===== config.mk =====
export PLATFORM = sky130hd
export DESIGN_NAME = rpu_core
export DESIGN_NICKNAME = d
export VERILOG_FILES = /design/src/pkg/rpu_pkg.sv /design/src/rtl/rpu_core.sv /design/src/rtl/rpu_region_match.sv
export SDC_FILE = /design/constraint.sdc
export NUM_CORES = 2
export LEC_CHECK = 0
export ABC_AREA = 1
export ABC_CLOCK_PERIOD_IN_PS = 2600
export BUFFER_PORTS_ARGS = -buffer_cell sky130_fd_sc_hd__buf_2
export CAP_MARGIN = 25
export CORE_ASPECT_RATIO = 0.8
export CORE_MARGIN = 2
export CORE_UTILIZATION = 50
export CTS_CLUSTER_DIAMETER = 60
export CTS_CLUSTER_SIZE = 8
export DETAILED_ROUTE_END_ITERATION = 10
export PLACE_DENSITY = 0.7
export SLEW_MARGIN = 0
export SYNTH_ARGS = -nofsm -noshare
export SYNTH_HDL_FRONTEND = slang
export SYNTH_HIERARCHICAL = 1
export SYNTH_SLANG_ARGS = --single-unit

===== constraint.sdc =====
create_clock -name mclk -period 2.6 [get_ports mclk]
set_input_delay 0.26 -clock mclk [delete_from_list [all_inputs] [get_ports mclk]]
set_output_delay 0.26 -clock mclk [all_outputs]
set_load 0.02 [all_outputs]

===== src/pkg/rpu_pkg.sv =====
// Shared constants and types for the region protection unit.
package rpu_pkg;

  // Region count per address space.
  localparam int RPU_REGIONS = 8;

  // Coprocessor register numbers (primary register field).
  localparam logic [3:0] RPU_CRN_CTRL   = 4'h1;
  localparam logic [3:0] RPU_CRN_CACH   = 4'h2;
  localparam logic [3:0] RPU_CRN_BUF    = 4'h3;
  localparam logic [3:0] RPU_CRN_FAULT  = 4'h4;
  localparam logic [3:0] RPU_CRN_PERM   = 4'h5;
  localparam logic [3:0] RPU_CRN_REGION = 4'h6;

  // Secondary opcode selects the data or the instruction set, or the fault status or fault address.
  localparam logic [2:0] RPU_OPC2_DATA  = 3'h0;
  localparam logic [2:0] RPU_OPC2_INST  = 3'h1;
  localparam logic [2:0] RPU_OPC2_FSTAT = 3'h0;
  localparam logic [2:0] RPU_OPC2_FADDR = 3'h1;

  // Field positions.
  localparam int RPU_CTRL_EN_BIT  = 0;
  localparam int RPU_BASE_LSB     = 12;
  localparam int RPU_BASE_MSB     = 31;
  localparam int RPU_SIZE_LSB     = 1;
  localparam int RPU_SIZE_MSB     = 5;
  localparam int RPU_EN_BIT       = 0;
  localparam int RPU_PERM_W       = 2;
  localparam int RPU_FS_DABT_BIT  = 0;
  localparam int RPU_FS_PABT_BIT  = 1;
  localparam int RPU_BASE_W       = RPU_BASE_MSB - RPU_BASE_LSB + 1;

  // Size codes: 4KB at the smallest legal code, 4GB at the largest.
  localparam logic [4:0] RPU_SIZE_MIN = 5'h0b;
  localparam logic [4:0] RPU_SIZE_MAX = 5'h1f;

  // Access permission codes.
  localparam logic [1:0] RPU_AP_NONE    = 2'h0;
  localparam logic [1:0] RPU_AP_PRIV    = 2'h1;
  localparam logic [1:0] RPU_AP_USER_RO = 2'h2;
  localparam logic [1:0] RPU_AP_FULL    = 2'h3;

  // Reset values.
  localparam logic        RPU_CTRL_RESET      = 1'b0;
  localparam logic [7:0]  RPU_REGION_EN_RESET = 8'h00;
  localparam logic [7:0]  RPU_ATTR_RESET      = 8'h00;
  localparam logic [15:0] RPU_PERM_RESET      = 16'h0000;
  localparam logic [19:0] RPU_BASE_RESET      = 20'h00000;
  localparam logic [4:0]  RPU_SIZE_RESET      = 5'h00;
  localparam logic [31:0] RPU_WORD_RESET      = 32'h00000000;

  // Cache and write-buffer behaviour, indexed by {cachable, bufferable}.
  typedef enum logic [1:0] {
    RPU_NCNB,
    RPU_NCB,
    RPU_WT,
    RPU_WB
  } rpu_cache_mode_t;

endpackage


===== src/rtl/rpu_core.sv =====
// Region protection unit: region registers, lookup and abort decision.
`timescale 1ns/1ns
`default_nettype none
module rpu_core
  import rpu_pkg::*;
(
  input  wire logic        mclk,
  input  wire logic        srst,
  input  wire logic        cpValid,
  input  wire logic        cpWrite,
  input  wire logic [3:0]  cpCrn,
  input  wire logic [2:0]  cpCrm,
  input  wire logic [2:0]  cpOpc2,
  input  wire logic [31:0] cpWdata,
  output logic [31:0]      cpRdata,
  input  wire logic        instReq,
  input  wire logic [31:0] instAddr,
  input  wire logic        instPriv,
  output logic             instCachable,
  output logic             instAbort,
  input  wire logic        dataReq,
  input  wire logic [31:0] dataAddr,
  input  wire logic        dataPriv,
  input  wire logic        dataWrite,
  output logic             dataCachable,
  output logic             dataBufferable,
  output rpu_cache_mode_t  dataCacheMode,
  output logic             dataAbort,
  output logic             unitActive
);

  typedef struct packed {
    logic                             unitEnable;
    logic [7:0][RPU_BASE_W-1:0]       iBase;
    logic [7:0][4:0]                  iSize;
    logic [7:0]                       iEn;
    logic [7:0][RPU_BASE_W-1:0]       dBase;
    logic [7:0][4:0]                  dSize;
    logic [7:0]                       dEn;
    logic [7:0]                       iCach;
    logic [7:0]                       dCach;
    logic [7:0]                       dBuf;
    logic [7:0][RPU_PERM_W-1:0]       iPerm;
    logic [7:0][RPU_PERM_W-1:0]       dPerm;
    logic                             dAbtSeen;
    logic                             pAbtSeen;
    logic [31:0]                      faultAddr;
    logic [31:0]                      rdata;
  } rpu_state_t;

  rpu_state_t st_reg;
  rpu_state_t st_next;

  logic [7:0]            iHit;
  logic [7:0]            dHit;
  logic                  iFound;
  logic                  dFound;
  logic [2:0]            iSel;
  logic [2:0]            dSel;
  logic [RPU_PERM_W-1:0] iPermSel;
  logic [RPU_PERM_W-1:0] dPermSel;
  logic [31:0]           readWord;

  // Permission check shared by both address spaces.
  function automatic logic rpu_allowed(input logic [1:0] perm,
                                       input logic       priv,
                                       input logic       wr);
    logic ok;
    ok = 1'b0;
    case (perm)
      RPU_AP_NONE:    ok = 1'b0;
      RPU_AP_PRIV:    ok = priv;
      RPU_AP_USER_RO: ok = priv | ~wr;
      RPU_AP_FULL:    ok = 1'b1;
      default:        ok = 1'b0;
    endcase
    return ok;
  endfunction

  // One comparator per region in each set.
  for (genvar gi = 0; gi < RPU_REGIONS; gi++) begin : g_region
    rpu_region_match u_inst_match (
      .addr     (instAddr),
      .base     (st_reg.iBase[gi]),
      .sizeCode (st_reg.iSize[gi]),
      .enable   (st_reg.iEn[gi]),
      .hit      (iHit[gi])
    );
    rpu_region_match u_data_match (
      .addr     (dataAddr),
      .base     (st_reg.dBase[gi]),
      .sizeCode (st_reg.dSize[gi]),
      .enable   (st_reg.dEn[gi]),
      .hit      (dHit[gi])
    );
  end

  // Lookup runs straight from the address so no cycle is lost per access.
  always_comb begin
    iFound = 1'b0;
    dFound = 1'b0;
    iSel   = 3'h0;
    dSel   = 3'h0;
    for (int n = 0; n < RPU_REGIONS; n++) begin
      if (iHit[n]) begin
        iFound = 1'b1;
        iSel   = 3'(n);
      end
      if (dHit[n]) begin
        dFound = 1'b1;
        dSel   = 3'(n);
      end
    end
    iPermSel = st_reg.iPerm[iSel];
    dPermSel = st_reg.dPerm[dSel];
    unitActive = st_reg.unitEnable;
    instCachable = st_reg.unitEnable & iFound &
                   st_reg.iCach[iSel];
    dataCachable = st_reg.unitEnable & dFound &
                   st_reg.dCach[dSel];
    dataBufferable = st_reg.unitEnable & dFound &
                     st_reg.dBuf[dSel];
    dataCacheMode = rpu_cache_mode_t'({dataCachable,
                                       dataBufferable});
    // Fetches go through the shared check as reads, never as writes.
    instAbort = instReq & st_reg.unitEnable &
                (~iFound | ~rpu_allowed(iPermSel, instPriv,
                                        1'b0));
    dataAbort = dataReq & st_reg.unitEnable &
                (~dFound | ~rpu_allowed(dPermSel, dataPriv,
                                        dataWrite));
  end

  // Register read multiplexer; unmapped reads return zero.
  always_comb begin
    readWord = RPU_WORD_RESET;
    case (cpCrn)
      RPU_CRN_CTRL: begin
        readWord[RPU_CTRL_EN_BIT] = st_reg.unitEnable;
      end
      RPU_CRN_CACH: begin
        if (cpOpc2 == RPU_OPC2_DATA) begin
          readWord[7:0] = st_reg.dCach;
        end else if (cpOpc2 == RPU_OPC2_INST) begin
          readWord[7:0] = st_reg.iCach;
        end
      end
      RPU_CRN_BUF: begin
        // The instruction set has no bufferable bits, so that read is zero.
        if (cpOpc2 == RPU_OPC2_DATA) begin
          readWord[7:0] = st_reg.dBuf;
        end
      end
      RPU_CRN_PERM: begin
        if (cpOpc2 == RPU_OPC2_DATA) begin
          readWord[15:0] = st_reg.dPerm;
        end else if (cpOpc2 == RPU_OPC2_INST) begin
          readWord[15:0] = st_reg.iPerm;
        end
      end
      RPU_CRN_REGION: begin
        if (cpOpc2 == RPU_OPC2_DATA) begin
          readWord[RPU_BASE_MSB:RPU_BASE_LSB] = st_reg.dBase[cpCrm];
          readWord[RPU_SIZE_MSB:RPU_SIZE_LSB] = st_reg.dSize[cpCrm];
          readWord[RPU_EN_BIT] = st_reg.dEn[cpCrm];
        end else if (cpOpc2 == RPU_OPC2_INST) begin
          readWord[RPU_BASE_MSB:RPU_BASE_LSB] = st_reg.iBase[cpCrm];
          readWord[RPU_SIZE_MSB:RPU_SIZE_LSB] = st_reg.iSize[cpCrm];
          readWord[RPU_EN_BIT] = st_reg.iEn[cpCrm];
        end
      end
      RPU_CRN_FAULT: begin
        if (cpOpc2 == RPU_OPC2_FSTAT) begin
          readWord[RPU_FS_DABT_BIT] = st_reg.dAbtSeen;
          readWord[RPU_FS_PABT_BIT] = st_reg.pAbtSeen;
        end else if (cpOpc2 == RPU_OPC2_FADDR) begin
          readWord = st_reg.faultAddr;
        end
      end
      default: readWord = RPU_WORD_RESET;
    endcase
  end

  // Next-state logic: register writes, read capture, fault capture.
  always_comb begin
    st_next = st_reg;
    if (cpValid && cpWrite) begin
      case (cpCrn)
        RPU_CRN_CTRL: begin
          st_next.unitEnable = cpWdata[RPU_CTRL_EN_BIT];
        end
        RPU_CRN_CACH: begin
          if (cpOpc2 == RPU_OPC2_DATA) begin
            st_next.dCach = cpWdata[7:0];
          end else if (cpOpc2 == RPU_OPC2_INST) begin
            st_next.iCach = cpWdata[7:0];
          end
        end
        RPU_CRN_BUF: begin
          // Instruction regions have no bufferable attribute.
          if (cpOpc2 == RPU_OPC2_DATA) begin
            st_next.dBuf = cpWdata[7:0];
          end
        end
        RPU_CRN_PERM: begin
          if (cpOpc2 == RPU_OPC2_DATA) begin
            st_next.dPerm = cpWdata[15:0];
          end else if (cpOpc2 == RPU_OPC2_INST) begin
            st_next.iPerm = cpWdata[15:0];
          end
        end
        RPU_CRN_REGION: begin
          // Size codes below the minimum are stored as written; the
          // comparator then treats them as 4KB regions, the same as the minimum code.
          if (cpOpc2 == RPU_OPC2_DATA) begin
            st_next.dBase[cpCrm] =
              cpWdata[RPU_BASE_MSB:RPU_BASE_LSB];
            st_next.dSize[cpCrm] =
              cpWdata[RPU_SIZE_MSB:RPU_SIZE_LSB];
            st_next.dEn[cpCrm] = cpWdata[RPU_EN_BIT];
          end else if (cpOpc2 == RPU_OPC2_INST) begin
            st_next.iBase[cpCrm] =
              cpWdata[RPU_BASE_MSB:RPU_BASE_LSB];
            st_next.iSize[cpCrm] =
              cpWdata[RPU_SIZE_MSB:RPU_SIZE_LSB];
            st_next.iEn[cpCrm] = cpWdata[RPU_EN_BIT];
          end
        end
        RPU_CRN_FAULT: begin
          // Write one to clear a sticky abort flag.
          if (cpOpc2 == RPU_OPC2_FSTAT) begin
            if (cpWdata[RPU_FS_DABT_BIT]) begin
              st_next.dAbtSeen = 1'b0;
            end
            if (cpWdata[RPU_FS_PABT_BIT]) begin
              st_next.pAbtSeen = 1'b0;
            end
          end
        end
        default: st_next.rdata = st_reg.rdata;
      endcase
    end
    if (cpValid && !cpWrite) begin
      st_next.rdata = readWord;
    end
    // New aborts come after the clear so that a same-cycle event is kept.
    if (instAbort) begin
      st_next.pAbtSeen  = 1'b1;
      st_next.faultAddr = instAddr;
    end
    if (dataAbort) begin
      st_next.dAbtSeen  = 1'b1;
      st_next.faultAddr = dataAddr;
    end
    if (srst) begin
      st_next            = '0;
      st_next.unitEnable = RPU_CTRL_RESET;
      st_next.iEn        = RPU_REGION_EN_RESET;
      st_next.dEn        = RPU_REGION_EN_RESET;
      st_next.iCach      = RPU_ATTR_RESET;
      st_next.dCach      = RPU_ATTR_RESET;
      st_next.dBuf       = RPU_ATTR_RESET;
      st_next.iPerm      = RPU_PERM_RESET;
      st_next.dPerm      = RPU_PERM_RESET;
      st_next.faultAddr  = RPU_WORD_RESET;
      st_next.rdata      = RPU_WORD_RESET;
      st_next.dAbtSeen   = 1'b0;
      st_next.pAbtSeen   = 1'b0;
      // Only the enables must reset; bases and sizes are cleared as well so
      // that a read before the first write shows a defined value.
      for (int r = 0; r < RPU_REGIONS; r++) begin
        st_next.iBase[r] = RPU_BASE_RESET;
        st_next.dBase[r] = RPU_BASE_RESET;
        st_next.iSize[r] = RPU_SIZE_RESET;
        st_next.dSize[r] = RPU_SIZE_RESET;
      end
    end
  end

  always_ff @(posedge mclk) begin
    st_reg <= st_next;
  end

  assign cpRdata = st_reg.rdata;

endmodule
`default_nettype wire


===== src/rtl/rpu_region_match.sv =====
// Address comparator for one protection region.
`timescale 1ns/1ns
`default_nettype none
module rpu_region_match
  import rpu_pkg::*;
(
  input  wire logic [31:0]         addr,
  input  wire logic [RPU_BASE_W-1:0] base,
  input  wire logic [4:0]          sizeCode,
  input  wire logic                enable,
  output logic                     hit
);

  logic [RPU_BASE_W-1:0] care;

  // Only address bits above the region size take part in the compare.
  always_comb begin
    for (int j = 0; j < RPU_BASE_W; j++) begin
      care[j] = (5'(j + RPU_BASE_LSB) > sizeCode);
    end
    hit = enable &&
          (((addr[RPU_BASE_MSB:RPU_BASE_LSB] ^ base) & care) ==
           RPU_BASE_RESET);
  end

endmodule
`default_nettype wire


==> summary.json <==
{
  "status": {"value": "finished, violations left"},
  "failed_checks": {"value": "negative setup slack"},
  "grt_overflow_total": {"value": 0},
  "die_ht": {"value": 232.9, "unit": "µm"},
  "clock_path_buffers": {"value": 3},
  "die_area": {"value": 0.06755, "unit": "mm²"},
  "cts_tree": {"value": "done"},
  "io-pin-count": {"value": 155},
  "largest_register_ff_count": {"value": 506},
  "crit-reg2reg-capture": {"value": "st_reg[34]$_SDFFE_PP0P_"},
  "syn-mean-instance-area": {"value": 6.248, "unit": "µm²"},
  "drt-vias-per-instance": {"value": 5.986},
  "critical_path.endpoint_type": {"value": "output pin"},
  "place.detailed.hpwl": {"value": 125300, "unit": "µm"},
  "syn_inst": {"value": 5239},
  "detail_route.iter0.violations": {"value": 6334},
  "clkSlewWorstSetupHoldPaths": {"value": 50, "unit": "ps"},
  "initial_util": {"value": 50.76, "unit": "%"},
  "largest_net_degree_at_the_start_of_global_routing": {"value": 117},
  "cts_max_level": {"value": 3},
  "timing.slew.headroom": {"value": 25.99, "unit": "%"},
  "synth-adder-area-share": {"value": 0, "unit": "%"},
  "power": {"value": 20.36, "unit": "mW"},
  "sequential_fraction_of_the_synthesis_area": {"value": 32.96, "unit": "%"},
  "core_footprint": {"value": 0.06449, "unit": "mm²"},
  "grt_setup_unrepaired": {"value": "yes"},
  "gp_congestion": {"value": 1.118},
  "largest_family_of_logic_cells_by_synthesized_area": {"value": "simple AND/OR/NAND/NOR gates"},
  "number_of_warnings_printed_during_yosys_synthesis": {"value": 6},
  "syn-num-nets": {"value": 5354},
  "place_worst_setup_slack": {"value": -897.2, "unit": "ps"},
  "timing.final.setup_violations": {"value": 41},
  "clock.fmax": {"value": 269.8, "unit": "MHz"},
  "globalRouteTotalUtil": {"value": 49.08, "unit": "%"},
  "nets": {"value": 6011},
  "crit_path_max_fanout": {"value": 8},
  "synth_compound_area_share": {"value": 22.20, "unit": "%"},
  "setup.worst_path.start_class": {"value": "register"},
  "critical_path.reg2reg.startpoint": {"value": "st_reg[156]$_SDFFE_PP0P_"},
  "detail_route.wl_per_cell": {"value": 25.28, "unit": "µm"},
  "total_leakage_power": {"value": 19.08, "unit": "nW"},
  "grt_antenna_before_repair": {"value": 22},
  "worst_hold_slack": {"value": 25.71, "unit": "ps"},
  "detailedRoute.firstPassIterationCount": {"value": 9},
  "timing.max_cap.violations": {"value": 0},
  "timing_worst_slew_pin_value": {"value": 1110, "unit": "ps"},
  "critical_path_class": {"value": "register to output pin"},
  "startpoint": {"value": "st_reg[156]$_SDFFE_PP0P_"},
  "synthesized_area_fraction_occupied_by_xor_and_xnor_cells": {"value": 4.709, "unit": "%"},
  "tritoncts_num_sinks": {"value": 539},
  "grt_first_pass_wirelength": {"value": 244500, "unit": "µm"},
  "clock_insertion_delay_worst_skew": {"value": 640, "unit": "ps"},
  "synth_cell_types": {"value": 45},
  "drive_above_1_share": {"value": 20.86, "unit": "%"},
  "post-route-min-period": {"value": 3706, "unit": "ps"},
  "grt_pass1_vias": {"value": 36515},
  "post_detailed_route_drc_marker_count": {"value": 0},
  "cts_buffers": {"value": 79},
  "root_buffer": {"value": "sky130_fd_sc_hd__clkbuf_16"},
  "mappedNetlistArea": {"value": 0.03274, "unit": "mm²"},
  "fin_crit_sh": {"value": 142.5, "unit": "%"},
  "hold_path.class": {"value": "input port to register"},
  "final_critical_path_setup_slack": {"value": -1106, "unit": "ps"},
  "antenna_violating_nets_post_route": {"value": 0},
  "regToRegSetupSlack": {"value": -750, "unit": "ps"},
  "synth_top_flop_cell": {"value": "sky130_fd_sc_hd__dfxtp_1"},
  "post_synth_mux_area_share": {"value": 0, "unit": "%"},
  "drv_slew": {"value": 0},
  "r2r.worst_path.cells": {"value": 27},
  "cellPowerDensity": {"value": 478.5, "unit": "mW/mm²"},
  "area_share_of_and_or_nand_nor_cells_after_synthesis": {"value": 27.04, "unit": "%"},
  "timing_hold_violations_final": {"value": 0},
  "flow.area_growth_from_synthesis": {"value": 29.99, "unit": "%"},
  "crit_required": {"value": 2340, "unit": "ps"},
  "synth-async-reset-ratio": {"value": 0, "unit": "%"},
  "num_vias": {"value": 40546},
  "total_wire_length_after_detailed_routing": {"value": 171200, "unit": "µm"},
  "crit_path_end": {"value": "dataAbort"},
  "layout.filler_cells": {"value": 5978},
  "ys_ff_latch": {"value": 539},
  "clock-skew-final": {"value": 24.34, "unit": "ps"},
  "number_of_synthesized_flops_with_an_enable_pin": {"value": 0},
  "critical_path_arrival": {"value": 3450, "unit": "ps"},
  "worst_ir_drop_on_vdd": {"value": 0.4335, "unit": "mV"},
  "fp.dieW": {"value": 290.1, "unit": "µm"},
  "io_buffer_count": {"value": 154},
  "num_rows": {"value": 83}
}
## layout make-up
class | count | area, µm² | area share, %
repair buffers | 902 | 7382 | 17.35
diodes | 13 | 32.53 | 0.07645
well taps | 850 | 1064 | 2.499
inverters | 732 | 2813 | 6.610
clock inverters | 11 | 160.2 | 0.3764
flip-flops and latches | 539 | 10930 | 25.68
clock buffers | 84 | 2016 | 4.737
multi-input cells | 3642 | 18160 | 42.68
## synthesized netlist by cell type, types with 2 or more instances
cell | n | area share (%)
sky130_fd_sc_hd__o2111ai_1 | 19 | 0.51
sky130_fd_sc_hd__inv_2 | 24 | 0.28
sky130_fd_sc_hd__clkbuf_1 | 210 | 2.4
sky130_fd_sc_hd__a21oi_1 | 572 | 8.7
sky130_fd_sc_hd__buf_1 | 15 | 0.17
sky130_fd_sc_hd__a221oi_1 | 40 | 1.1
sky130_fd_sc_hd__nor4_1 | 6 | 0.11
sky130_fd_sc_hd__o41ai_1 | 15 | 0.40
sky130_fd_sc_hd__o21ai_0 | 456 | 7.0
sky130_fd_sc_hd__nand2_4 | 20 | 0.69
sky130_fd_sc_hd__a41oi_1 | 2 | 0.054
sky130_fd_sc_hd__buf_2 | 45 | 0.69
sky130_fd_sc_hd__dfxtp_1 | 539 | 33
sky130_fd_sc_hd__o21ai_1 | 25 | 0.38
sky130_fd_sc_hd__nand2_1 | 1320 | 15
sky130_fd_sc_hd__a22oi_1 | 25 | 0.57
sky130_fd_sc_hd__clkinv_2 | 16 | 0.24
sky130_fd_sc_hd__o221ai_1 | 20 | 0.54
sky130_fd_sc_hd__xor2_1 | 144 | 3.9
sky130_fd_sc_hd__nor2_2 | 5 | 0.096
sky130_fd_sc_hd__nand2_2 | 19 | 0.36
sky130_fd_sc_hd__clkinv_1 | 4 | 0.046
sky130_fd_sc_hd__nor2_1 | 391 | 4.5
sky130_fd_sc_hd__inv_1 | 688 | 7.9
sky130_fd_sc_hd__nand3_1 | 367 | 5.6
sky130_fd_sc_hd__xnor2_1 | 32 | 0.86
sky130_fd_sc_hd__o31ai_1 | 3 | 0.069
sky130_fd_sc_hd__buf_6 | 5 | 0.17
sky130_fd_sc_hd__o22ai_1 | 94 | 1.8
sky130_fd_sc_hd__nand3_2 | 10 | 0.31
sky130_fd_sc_hd__o211ai_1 | 38 | 0.87
sky130_fd_sc_hd__nor3_1 | 5 | 0.076
sky130_fd_sc_hd__nor2_4 | 2 | 0.069
sky130_fd_sc_hd__a31oi_1 | 3 | 0.057
sky130_fd_sc_hd__buf_4 | 50 | 1.1
## through the flow
stage / setup TNS [ps] / util [%] / cell area (µm²) / cells
after floorplan: -230.4 / - / 32830 / 5239
after global placement: -32830 / 60.35 / 38920 / 6606
after detailed placement: -33230 / 60.35 / 38920 / 6606
after CTS: -28350 / 65.13 / 42000 / 6751
after global routing: -34840 / 65.94 / 42530 / 6763
final: -28840 / 65.98 / 42550 / 6773
## how the worst min path moves through the flow
stage               slack, ps               startpoint  depth (start not counted)                  endpoint
floorplan                 390               cpWdata[7]                          2  st_reg[105]$_SDFFE_PP0P_
global placement          450  cpRdata[0]$_SDFFE_PP0P_                          2   cpRdata[0]$_SDFFE_PP0P_
detailed placement        450  cpRdata[1]$_SDFFE_PP0P_                          2   cpRdata[1]$_SDFFE_PP0P_
CTS                        10              dataAddr[3]                          5   st_reg[35]$_SDFFE_PP0P_
global route               40              dataAddr[3]                          5   st_reg[35]$_SDFFE_PP0P_
finish                     30              dataAddr[3]                          5   st_reg[35]$_SDFFE_PP0P_
## critical path, stage by stage, from the launching register on
cell	delay, ps
sky130_fd_sc_hd__dfxtp_2	400
sky130_fd_sc_hd__nand2_1	100
sky130_fd_sc_hd__clkinv_2	120
sky130_fd_sc_hd__nand2_1	80
sky130_fd_sc_hd__nand3_2	130
sky130_fd_sc_hd__nand2_1	110
sky130_fd_sc_hd__nor2_1	140
sky130_fd_sc_hd__nand3_2	140
sky130_fd_sc_hd__nor2_2	120
sky130_fd_sc_hd__inv_2	60
sky130_fd_sc_hd__buf_4	130
sky130_fd_sc_hd__nand2_4	100
sky130_fd_sc_hd__nand2_4	90
sky130_fd_sc_hd__nand2_8	110
sky130_fd_sc_hd__buf_8	140
sky130_fd_sc_hd__a21oi_2	50
sky130_fd_sc_hd__o21ai_1	90
sky130_fd_sc_hd__nand3_1	90
sky130_fd_sc_hd__nand2_1	90
sky130_fd_sc_hd__nand2_2	70
sky130_fd_sc_hd__nand2_4	90
sky130_fd_sc_hd__nand2_4	60
sky130_fd_sc_hd__buf_6	150
sky130_fd_sc_hd__inv_6	40
sky130_fd_sc_hd__buf_6	100
## timing repair
action | CTS | global route
setup buffers | 16 | 9
cloned | 4 | 3
hold buffers | 31 | 0
resized for setup | 134 | 134
endpoints found under the hold margin | 25 | 0
pin swaps | 38 | 51
endpoints found under the setup margin | 41 | 41
## per-layer routing
metal / wire [µm] / global-route usage, % / up-vias
li1: - / - / 18260
met1: 67290 / 66.31 / 18474
met2: 64650 / 66.26 / 3235
met3: 29230 / 20.19 / 559
met4: 9508 / 24.41 / 18
met5: 516 / 2.439 / -
## cell families after synthesis
logic type	after synthesis
AO/OA/AOI/OAI	1318
flip-flops	539
buffers and inverters	1058
XOR/XNOR	176
AND/OR/NAND/NOR	2148
## cells in the final DEF, fill, tap and decap left out, drive strengths merged, types with 87 or more instances in the layout
master and count:
a21oi 572, buf 868, clkbuf 87, dfxtp 539, inv 715, nand2 1359
nand3 377, nor2 398, o21ai 481, o22ai 94, xor2 144
## report_power, final
part           internal [mW]  switching (mW)  total (mW)
clock network           5.66            3.99        9.65
registers               8.28          0.0361        8.31
logic                  0.734            1.66        2.40
(Power assumes the default switching activity.)
